==> config.mk <==
export PLATFORM = sky130hd
export DESIGN_NAME = xmb_bus
export DESIGN_NICKNAME = d
export VERILOG_FILES = /design/src/rtl/xmb_pkg.sv /design/src/rtl/xmb_bus.sv
export SDC_FILE = /design/constraint.sdc
export NUM_CORES = 2
export LEC_CHECK = 0
export BUFFER_PORTS_ARGS = -buffer_cell sky130_fd_sc_hd__buf_2
export CORE_MARGIN = 2
export CORE_UTILIZATION = 58
export DETAILED_ROUTE_END_ITERATION = 10
export HOLD_SLACK_MARGIN = 0.02
export PLACE_DENSITY = 0.81
export SLEW_MARGIN = 20
export SYNTH_ARGS = -nofsm -noshare
export SYNTH_HDL_FRONTEND = slang
export SYNTH_SLANG_ARGS = --single-unit
==> constraint.sdc <==
create_clock -name i_clk -period 3.35 [get_ports i_clk]
set_input_delay 0.335 -clock i_clk [delete_from_list [all_inputs] [get_ports i_clk]]
set_output_delay 0.335 -clock i_clk [all_outputs]
set_load 0.01 [all_outputs]
==> src/rtl/xmb_pkg.sv <==
// Constants and carriers of the external memory bus sequencer
package xmb_pkg;
   ////////////////////////////////////////////////////////////////
   // Address spaces
   localparam logic [15:0] RESET_PC = 16'h000c;
   localparam logic [15:0] ROM_LIMIT = 16'h0800;
   localparam logic [15:0] VEC_BASE = 16'h0000;
   localparam int VEC_COUNT = 6;
   localparam int VEC_BYTES = 12;
   ////////////////////////////////////////////////////////////////
   // Register file map
   localparam logic [7:0] IO_PORT_ZERO_DATA = 8'h00;
   localparam logic [7:0] IO_PORT_ONE_DATA = 8'h01;
   localparam logic [7:0] IO_PORT_TWO_DATA = 8'h02;
   localparam logic [7:0] IO_PORT_THREE_DATA = 8'h03;
   localparam logic [7:0] GP_FIRST = 8'h04;
   localparam logic [7:0] GP_LAST = 8'h7f;
   localparam logic [7:0] CTRL_FIRST = 8'hf0;
   localparam logic [7:0] CTRL_GAP = 8'h70;
   localparam logic [7:0] PORT3_MODE = 8'hf7;
   localparam logic [7:0] BUS_MODE = 8'hf8;
   localparam logic [7:0] REG_POINTER = 8'hfd;
   localparam logic [7:0] STACK_POINTER_HIGH = 8'hfe;
   localparam logic [7:0] STACK_POINTER_LOW = 8'hff;
   localparam int RF_DEPTH = 144;
   localparam int GROUP_COUNT = 9;
   localparam logic [7:0] CTRL_RESET = 8'h00;
   ////////////////////////////////////////////////////////////////
   // Mode bit positions
   localparam int BUS_FLOAT_BIT = 0;
   localparam int P0_FULL_BIT = 1;
   localparam int STACK_INT_BIT = 2;
   localparam int DM_ENABLE_BIT = 0;
   localparam int P3_DM_LINE = 4;
   ////////////////////////////////////////////////////////////////
   // Types
   typedef enum logic [1:0] {
      KIND_FETCH = 2'b00,
      KIND_DATA = 2'b01,
      KIND_PUSH = 2'b10,
      KIND_POP = 2'b11
   } xmb_kind_t;
   typedef enum logic [1:0] {
      PH_T1 = 2'b00,
      PH_T2 = 2'b01,
      PH_T3 = 2'b10
   } xmb_phase_t;
   typedef struct packed {
      logic as_b_o;
      logic as_b_oe;
      logic ds_b_o;
      logic ds_b_oe;
      logic rw_o;
      logic rw_oe;
   } xmb_strobe_t;
   typedef struct packed {
      xmb_kind_t kind;
      logic write;
      logic [15:0] addr;
      logic [7:0] wdata;
   } xmb_req_t;
endpackage

==> src/rtl/xmb_bus.sv <==
// External memory bus sequencer with register file and address decode
`timescale 1ns/1ps
// Operation
// addr_strobe pulses low once at the start of every machine cycle.
// Low address byte is on port 1 before addr_strobe rises.
// Software can float strobes, read/write and address ports together.
// data_strobe goes low once for each external memory transfer.
// write_not_read is low during external writes, high otherwise.
// After reset release fetching starts at program address 000c.
// Program counter is 16 bits covering 64K bytes.
// Fetches below 2048 use on-chip ROM, others go external.
// Lowest 12 program bytes hold six 16-bit interrupt vectors.
// Data memory is all external, up to 62K from 2048.
// Optional data_space_select on port3_line4 marks data accesses.
// Ports at 0-3, general registers 4-127, control 240-255.
// Any register reachable through a full 8-bit address.
// Short address is pointer group plus 4-bit field; nine groups.
// External stack uses 16-bit pointer from registers 254 and 255.
// Internal stack uses register 255 only, in general registers.
// Port 0 drives address bits 8-11, or 8-15 when configured.
// Memory latches address on addr_strobe rise, data while strobe low.
// Without data_space_select, program and data share one space.
module xmb_bus #(
   parameter int PHASE_DIV = 2
) (
   // Clock and reset
   input wire logic i_clk,
   input wire logic i_rst_b,
   // Core transfer request
   input wire logic i_req_valid,
   input wire xmb_pkg::xmb_req_t i_req,
   output logic o_req_ready,
   output logic o_rsp_valid,
   output logic [7:0] o_rsp_data,
   // Program counter control
   input wire logic i_pc_load,
   input wire logic [15:0] i_pc_value,
   input wire logic i_vec_take,
   input wire logic [2:0] i_vec_id,
   output logic [15:0] o_pc,
   // On-chip ROM
   output logic [10:0] o_rom_addr,
   input wire logic [7:0] i_rom_data,
   // Register file port
   input wire logic i_rf_short,
   input wire logic [7:0] i_rf_addr,
   input wire logic [3:0] i_rf_field,
   input wire logic i_rf_we,
   input wire logic [7:0] i_rf_wdata,
   output logic [7:0] o_rf_rdata,
   // Memory strobes
   output xmb_pkg::xmb_strobe_t o_strobe,
   // Port 0 and port 1
   output logic [7:0] o_port0,
   output logic [7:0] o_port0_oe,
   input wire logic [7:0] i_port1,
   output logic [7:0] o_port1,
   output logic o_port1_oe,
   // Port 3 line 4
   output logic o_port3_line4
);
   ////////////////////////////////////////////////////////////////
   // Register file storage
   logic [7:0] rf_mem [0:xmb_pkg::RF_DEPTH-1];

   function automatic logic rf_mapped(input logic [7:0] a);
      rf_mapped = (a <= xmb_pkg::GP_LAST) || (a >= xmb_pkg::CTRL_FIRST);
   endfunction

   function automatic logic [7:0] rf_index(input logic [7:0] a);
      rf_index = (a <= xmb_pkg::GP_LAST) ? a : a - xmb_pkg::CTRL_GAP;
   endfunction

   logic [7:0] bus_mode;
   logic [7:0] p3_mode;
   logic [7:0] rp;
   logic [7:0] sp_hi;
   logic [7:0] sp_lo;
   logic [7:0] port0_data;
   logic [7:0] port3_data;
   assign bus_mode = rf_mem[rf_index(xmb_pkg::BUS_MODE)];
   assign p3_mode = rf_mem[rf_index(xmb_pkg::PORT3_MODE)];
   assign rp = rf_mem[rf_index(xmb_pkg::REG_POINTER)];
   assign sp_hi = rf_mem[rf_index(xmb_pkg::STACK_POINTER_HIGH)];
   assign sp_lo = rf_mem[rf_index(xmb_pkg::STACK_POINTER_LOW)];
   assign port0_data = rf_mem[rf_index(xmb_pkg::IO_PORT_ZERO_DATA)];
   assign port3_data = rf_mem[rf_index(xmb_pkg::IO_PORT_THREE_DATA)];

   logic bus_float;
   logic p0_full;
   logic stack_int;
   logic dm_en;
   assign bus_float = bus_mode[xmb_pkg::BUS_FLOAT_BIT];
   assign p0_full = bus_mode[xmb_pkg::P0_FULL_BIT];
   assign stack_int = bus_mode[xmb_pkg::STACK_INT_BIT];
   assign dm_en = p3_mode[xmb_pkg::DM_ENABLE_BIT];

   ////////////////////////////////////////////////////////////////
   // Port 1 input synchroniser
   logic [7:0] p1_meta_reg;
   logic [7:0] p1_sync_reg;
   always_ff @(posedge i_clk) begin
      p1_meta_reg <= i_port1;
      p1_sync_reg <= p1_meta_reg;
   end

   ////////////////////////////////////////////////////////////////
   // Phase divider
   logic [7:0] div_reg;
   logic [7:0] div_next;
   logic tick;
   assign tick = (div_reg == 8'(PHASE_DIV - 1));
   always_comb begin
      div_next = tick ? 8'h00 : div_reg + 8'h01;
   end
   always_ff @(posedge i_clk) begin
      if (!i_rst_b) begin
         div_reg <= 8'h00;
      end else begin
         div_reg <= div_next;
      end
   end

   ////////////////////////////////////////////////////////////////
   // Machine cycle sequencer
   xmb_pkg::xmb_phase_t ph_reg, ph_next;
   logic [15:0] pc_reg, pc_next;
   logic cyc_ext_reg, cyc_ext_next;
   logic cyc_wr_reg, cyc_wr_next;
   logic cyc_data_reg, cyc_data_next;
   logic cyc_int_sp_reg, cyc_int_sp_next;
   logic cyc_sp_reg, cyc_sp_next;
   logic [15:0] req_addr;
   logic [1:0] cyc_kind_reg, cyc_kind_next;
   logic [15:0] cyc_addr_reg, cyc_addr_next;
   logic [7:0] cyc_wdata_reg, cyc_wdata_next;
   logic rsp_valid_reg, rsp_valid_next;
   logic [7:0] rsp_data_reg, rsp_data_next;
   logic [10:0] rom_addr_reg, rom_addr_next;
   logic take;
   logic done;
   logic [15:0] sp16;
   logic [7:0] sp_int_rd;
   assign sp16 = {sp_hi, sp_lo};
   assign take = (ph_reg == xmb_pkg::PH_T1) && tick && i_req_valid;
   assign done = (ph_reg == xmb_pkg::PH_T3) && tick && (cyc_kind_reg != 2'b00 || cyc_ext_reg);
   assign o_req_ready = (ph_reg == xmb_pkg::PH_T1) && tick;
   assign sp_int_rd = rf_mem[rf_index(sp_lo)];

   // Address of the pending request, shown on the pins during T1
   always_comb begin
      case (i_req.kind)
         xmb_pkg::KIND_FETCH: req_addr = pc_reg;
         xmb_pkg::KIND_DATA: req_addr = i_req.addr;
         xmb_pkg::KIND_PUSH: req_addr = sp16 - 16'h0001;
         default: req_addr = sp16;
      endcase
   end

   always_comb begin
      ph_next = ph_reg;
      pc_next = pc_reg;
      cyc_ext_next = cyc_ext_reg;
      cyc_wr_next = cyc_wr_reg;
      cyc_data_next = cyc_data_reg;
      cyc_int_sp_next = cyc_int_sp_reg;
      cyc_sp_next = cyc_sp_reg;
      cyc_kind_next = cyc_kind_reg;
      cyc_addr_next = cyc_addr_reg;
      cyc_wdata_next = cyc_wdata_reg;
      rsp_valid_next = 1'b0;
      rsp_data_next = rsp_data_reg;
      rom_addr_next = rom_addr_reg;
      if (tick) begin
         unique case (ph_reg)
            xmb_pkg::PH_T1: begin
               ph_next = xmb_pkg::PH_T2;
               cyc_kind_next = 2'b00;
               cyc_ext_next = 1'b0;
               cyc_wr_next = 1'b0;
               cyc_data_next = 1'b0;
               cyc_int_sp_next = 1'b0;
               cyc_sp_next = 1'b0;
               if (i_req_valid) begin
                  cyc_kind_next = 2'b01;
                  cyc_wdata_next = i_req.wdata;
                  unique case (i_req.kind)
                     xmb_pkg::KIND_FETCH: begin
                        cyc_addr_next = pc_reg;
                        cyc_ext_next = (pc_reg >= xmb_pkg::ROM_LIMIT);
                        rom_addr_next = pc_reg[10:0];
                        pc_next = pc_reg + 16'h0001;
                     end
                     xmb_pkg::KIND_DATA: begin
                        cyc_addr_next = i_req.addr;
                        cyc_ext_next = 1'b1;
                        cyc_wr_next = i_req.write;
                        cyc_data_next = 1'b1;
                     end
                     xmb_pkg::KIND_PUSH: begin
                        cyc_addr_next = sp16 - 16'h0001;
                        cyc_sp_next = 1'b1;
                        cyc_ext_next = !stack_int;
                        cyc_int_sp_next = stack_int;
                        cyc_wr_next = 1'b1;
                        cyc_data_next = 1'b1;
                     end
                     xmb_pkg::KIND_POP: begin
                        cyc_addr_next = sp16;
                        cyc_sp_next = 1'b1;
                        cyc_ext_next = !stack_int;
                        cyc_int_sp_next = stack_int;
                        cyc_data_next = 1'b1;
                     end
                  endcase
               end
            end
            xmb_pkg::PH_T2: begin
               ph_next = xmb_pkg::PH_T3;
            end
            xmb_pkg::PH_T3: begin
               ph_next = xmb_pkg::PH_T1;
               if (cyc_kind_reg != 2'b00) begin
                  rsp_valid_next = 1'b1;
                  if (cyc_int_sp_reg) begin
                     rsp_data_next = cyc_wr_reg ? cyc_wdata_reg : sp_int_rd;
                  end else if (cyc_ext_reg) begin
                     rsp_data_next = cyc_wr_reg ? cyc_wdata_reg : p1_sync_reg;
                  end else begin
                     rsp_data_next = i_rom_data;
                  end
               end
            end
            default: begin
               ph_next = xmb_pkg::PH_T1;
            end
         endcase
      end
      if (i_vec_take) begin
         pc_next = xmb_pkg::VEC_BASE + {12'h000, i_vec_id, 1'b0};
      end else if (i_pc_load) begin
         pc_next = i_pc_value;
      end
   end

   always_ff @(posedge i_clk) begin
      if (!i_rst_b) begin
         ph_reg <= xmb_pkg::PH_T1;
         pc_reg <= xmb_pkg::RESET_PC;
         cyc_ext_reg <= 1'b0;
         cyc_wr_reg <= 1'b0;
         cyc_data_reg <= 1'b0;
         cyc_int_sp_reg <= 1'b0;
         cyc_sp_reg <= 1'b0;
         cyc_kind_reg <= 2'b00;
         cyc_addr_reg <= 16'h0000;
         cyc_wdata_reg <= 8'h00;
         rsp_valid_reg <= 1'b0;
         rsp_data_reg <= 8'h00;
         rom_addr_reg <= 11'h000;
      end else begin
         ph_reg <= ph_next;
         pc_reg <= pc_next;
         cyc_ext_reg <= cyc_ext_next;
         cyc_wr_reg <= cyc_wr_next;
         cyc_data_reg <= cyc_data_next;
         cyc_int_sp_reg <= cyc_int_sp_next;
         cyc_sp_reg <= cyc_sp_next;
         cyc_kind_reg <= cyc_kind_next;
         cyc_addr_reg <= cyc_addr_next;
         cyc_wdata_reg <= cyc_wdata_next;
         rsp_valid_reg <= rsp_valid_next;
         rsp_data_reg <= rsp_data_next;
         rom_addr_reg <= rom_addr_next;
      end
   end
   assign o_rsp_valid = rsp_valid_reg;
   assign o_rsp_data = rsp_data_reg;
   assign o_rom_addr = rom_addr_reg;
   assign o_pc = pc_reg;

   ////////////////////////////////////////////////////////////////
   // Register file access and stack pointer update
   logic [7:0] rf_ea;
   logic [7:0] rf_rdata_reg, rf_rdata_next;
   logic cyc_stack;
   logic [15:0] sp_new;
   assign rf_ea = i_rf_short ? {rp[7:4], i_rf_field} : i_rf_addr;
   assign cyc_stack = cyc_sp_reg;
   always_comb begin
      rf_rdata_next = 8'h00;
      if (rf_mapped(rf_ea)) begin
         rf_rdata_next = rf_mem[rf_index(rf_ea)];
         if (rf_ea == xmb_pkg::IO_PORT_ONE_DATA) begin
            rf_rdata_next = p1_sync_reg;
         end
      end
      sp_new = cyc_wr_reg ? cyc_addr_reg : cyc_addr_reg + 16'h0001;
   end
   always_ff @(posedge i_clk) begin
      if (!i_rst_b) begin
         rf_rdata_reg <= 8'h00;
      end else begin
         rf_rdata_reg <= rf_rdata_next;
      end
   end
   assign o_rf_rdata = rf_rdata_reg;

   always_ff @(posedge i_clk) begin
      if (!i_rst_b) begin
         for (int i = rf_index(xmb_pkg::CTRL_FIRST); i < xmb_pkg::RF_DEPTH; i++) begin
            rf_mem[i] <= xmb_pkg::CTRL_RESET;
         end
      end else begin
         if (i_rf_we && rf_mapped(rf_ea)) begin
            rf_mem[rf_index(rf_ea)] <= i_rf_wdata;
         end
         if (done && cyc_int_sp_reg && cyc_wr_reg) begin
            rf_mem[rf_index(cyc_addr_reg[7:0])] <= cyc_wdata_reg;
         end
         if (done && cyc_stack) begin
            rf_mem[rf_index(xmb_pkg::STACK_POINTER_LOW)] <= sp_new[7:0];
            if (!cyc_int_sp_reg) begin
               rf_mem[rf_index(xmb_pkg::STACK_POINTER_HIGH)] <= sp_new[15:8];
            end
         end
      end
   end

   ////////////////////////////////////////////////////////////////
   // Pin drive
   logic in_t1;
   logic ext_act;
   logic [15:0] show_addr;
   assign in_t1 = (ph_reg == xmb_pkg::PH_T1);
   assign ext_act = cyc_ext_reg && !in_t1;
   assign show_addr = in_t1 ? req_addr : cyc_addr_reg;
   always_comb begin
      o_strobe.as_b_o = !(in_t1 && div_reg < 8'(PHASE_DIV / 2 + PHASE_DIV % 2));
      o_strobe.ds_b_o = !ext_act;
      o_strobe.rw_o = !(ext_act && cyc_wr_reg);
      o_strobe.as_b_oe = !bus_float;
      o_strobe.ds_b_oe = !bus_float;
      o_strobe.rw_oe = !bus_float;
      o_port1 = (ext_act && cyc_wr_reg) ? cyc_wdata_reg : show_addr[7:0];
      o_port1_oe = !bus_float && (in_t1 || (ext_act && cyc_wr_reg));
      o_port0 = port0_data;
      o_port0_oe = 8'hff;
      o_port0[3:0] = show_addr[11:8];
      o_port0_oe[3:0] = {4{!bus_float}};
      if (p0_full) begin
         o_port0[7:4] = show_addr[15:12];
         o_port0_oe[7:4] = {4{!bus_float}};
      end
      o_port3_line4 = port3_data[xmb_pkg::P3_DM_LINE];
      if (dm_en) begin
         o_port3_line4 = !(cyc_ext_reg && cyc_data_reg);
      end

   end
endmodule

==> run_results.csv <==
group,metric,value,unit
critical_path,crit_family,"compound AO/OA/AOI/OAI gates",
critical_path,crit_arrival,4.14,ns
clock_tree,path_clk_slew,0.06,ns
synth,syn_avg_cell_area,14.0,um2
cells_and_area,final_cell_mix,"1,152 x edfxtp_1, 934 x mux2_2, 590 x buf_4",
synth,seq_area_frac_synth,48.5,%
synth,synth_edf_count,1152,
critical_path,critical_path_required,4.10,ns
power,leakagePower,30.5,nW
placed_design,dp_hpwl,198000,um
cells_and_area,drive_gt1_share,46.0,%
critical_path,ff2ff_setup_slack,-0.04,ns
synth,netlist_instances,5387,
detailed_routing,vias,59700,
synth,async_reset_ff_share,0,%
critical_path,r2r_cells,12,
floorplanning,start_util,58.4,%
timing,fmax,295,MHz
hold_path,min_to,"cyc_addr_reg[14]$_SDFFE_PN0P_",
synth,synth_cell_types,81,
placed_design,preCtsSetupSlack,-0.281,ns
global_routing,grt_pass1_vias,56700,
clock_tree,cts_buffer_depth,3,
synth,synth_nets,5495,
synth,synth-main-ff-cell,"edfxtp_1",
critical_path,start_kind,"flip-flop",
global_routing,gr-usage-all-layers,44.4,%
placed_design,globalplace.congestion,1.05,
detailed_routing,avgViaCountPerCell,7.75,
detailed_routing,firstDrtPassIters,10,
cells_and_area,syn2layout_area_growth,17.0,%
floorplanning,fp-row-count,132,
detailed_routing,routed_wl,299000,um
job,drv_cap,0,
synth,synth_seq_cells,1252,
synth,ys_warn_count,0,
placed_design,dpl.cell_count,7355,
critical_path,path_max_fanout,31,
critical_path,worst-path-buf-inv,5,
critical_path,cpPeakStageDelay,0.51,ns
floorplanning,die_h,365,um
outcome,violations,"setup timing",
cells_and_area,fin_nets,5939,
hold_path,hold_class,"input port to flip-flop",
placed_design,io_buffers,165,
timing,rsz0062_at_grt,"yes",
clock_tree,cts-buffers-inserted,138,
power,ir_drop,0.364,mV
critical_path,slowest_stage,"a32oi_2",
outcome,outcome,"finished, violations left",
timing,fin_ws,-0.0404,ns
detailed_routing,drt_iter0_drc,11000,
timing,holdWs,0.0715,ns
critical_path,critical_path_class,"flip-flop to flip-flop",
global_routing,globalRouteOverflowTotal,0,
synth,syn-cell-area,75500,um2
detailed_routing,ant_nets,0,
detailed_routing,drc,0,
cells_and_area,largest_reg_flops,1152,
critical_path,worstReg2RegEnd,"o_rsp_data[1]$_SDFFE_PN0P_",
floorplanning,pin_count,166,
critical_path,crit_chain,"buf_4 > buf_16 > buf_16 > buf_4 > mux2i_1 > a221oi_2 > a22oi_2 > a32oi_2 > a31oi_1 > buf_4 > o2111ai_1 > a32o_1",
clock_tree,cts_tree,"done",
critical_path,rr_startpoint,"rf_mem[143][0]$_DFFE_PP_",
hold_path,min_path_cells,5,
timing,fin_skew,0.0258,ns
global_routing,grt_max_degree,89,
floorplanning,die_width,365,um
floorplanning,die-area,133000,um2
timing,drv_slew,0,
timing,min_period_over_period,101,%
clock_tree,cts_sinks,1252,
timing,finalSetupTns,-0.187,ns
timing,worst_pin_slew,1.18,ns
detailed_routing,wire_per_inst,38.9,um
global_routing,grt_first_pass_wirelength,418000,um
timing,relSlewSlack,21.2,%
critical_path,cp-end-kind,"flip-flop",
cells_and_area,layout.cells.non_filler,7694,
power,p_per_area,436,nW/um2
clock_tree,cts_root_buffer,"clkbuf_16",
clock_tree,htree_levels,4,
power,power,0.0385,W
timing,setup_viol,8,
floorplanning,core,129000,um2
clock_tree,clk_latency,0.83,ns
critical_path,cpMostUsedCell,"buf_4",
global_routing,grt_antenna_before_repair,25,
timing,finalCriticalPeriod,3.39,ns
hold_path,hp-start,"i_req[22]",
timing,hold_viol_final,0,
cells_and_area,layout_commonest_cell,"edfxtp_1",
## through the flow
step                      cell area, um2  util, %
after floorplan                    75700        -
after global placement             82700     63.9
after detailed placement           82700     63.9
after CTS                          87900     68.0
after global routing               88300     68.3
final                              88400     68.3
## area by class of cell
class,instances,area [um2]
fillers,8550,40900
multi-input cells,3483,36900
flip-flops and latches,1252,36600
repair buffers,910,8030
clock buffers,159,3550
well taps,1742,2180
clock inverters,87,918
inverters,46,183
diodes,15,37.5
## cell families after synthesis
family                   Yosys count  share of synthesized area, %
AO/OA/AOI/OAI                    848                          7.89
XOR/XNOR                          53                         0.615
adder cells (fa/ha/maj)           19                         0.315
buffers and inverters            652                          3.60
flip-flops                      1252                          48.5
multiplexers                    1739                          33.6
AND/OR/NAND/NOR                  824                          5.52
## synth_stat cells, drive strengths merged (4+ instances only)
cell,instances,share of area (%)
edfxtp,1152,46
mux2,1038,15
mux4,533,16
clkbuf,479,2.4
nand2,439,2.4
o21ai,173,1.1
mux2i,168,2.2
nor2,154,1.4
buf,127,0.99
o31ai,118,1.2
a221oi,107,1.2
a22oi,102,1.0
dfxtp,100,2.7
a21oi,99,0.66
nand3,69,0.46
nor3,45,0.30
inv,44,0.22
o22ai,39,0.32
a31oi,38,0.31
xnor2,37,0.43
a222oi,34,0.45
o221ai,22,0.26
and2,19,0.16
ha,19,0.31
and3,18,0.15
nand4,18,0.16
o211ai,18,0.18
a211oi,16,0.16
xor2,16,0.19
o32ai,15,0.18
a22o,13,0.15
nand2b,12,0.099
or3,11,0.091
nor2b,7,0.058
nor4,7,0.066
or2,7,0.058
o2111ai,6,0.070
o21a,6,0.060
a32o,5,0.066
and4,5,0.058
o22a,5,0.058
a311oi,4,0.055
a32oi,4,0.046
nand3b,4,0.040
## worst max-delay path by stage
stage,cells past startpoint,startpoint,slack (ns),end
CTS,11,rf_mem[143][0]$_DFFE_PP_,0.0001,o_port0[2]
global placement,10,i_rf_short,-0.27,o_rf_rdata[3]$_SDFF_PN0_
global route,11,rf_mem[143][0]$_DFFE_PP_,-0.1,o_port0[2]
floorplan,11,i_rf_short,-0.17,rf_mem[37][0]$_DFFE_PP_
finish,12,rf_mem[143][0]$_DFFE_PP_,-0.04,o_rsp_data[1]$_SDFFE_PN0P_
detailed placement,10,i_rf_short,-0.28,o_rf_rdata[3]$_SDFF_PN0_
## per-layer routing
layer	track usage, %	up-vias	wire, um
met5	0	-	155
met2	62.7	6097	125000
li1	-	22600	-
met1	56.5	29500	98200
met3	19.0	1370	52000
met4	27.0	24	23200
## power breakdown
group / leakage [nW] / switching (W) / internal [W]
Combinational: 17.0 / 0.00343 / 0.00219
Sequential: 11.3 / 0.000240 / 0.0172
Clock: 2.16 / 0.00680 / 0.00870
## tightest hold or removal path, stage by stage
cell and delay, ns:
buf_2 0.08, a222oi_1 0.05, o21ai_1 0.11, o211ai_1 0.12, a21oi_1 0.14
## what timing repair did
action                                  CTS  global route
buffers inserted                         14            13
pin swaps                                 6            13
gates cloned                              2             2
resized for setup                        28            57
hold buffers                             47             0
endpoints found under the hold margin    45             0
endpoints found under the setup margin   21           163
Note: power is estimated with default switching activity, not from simulation.
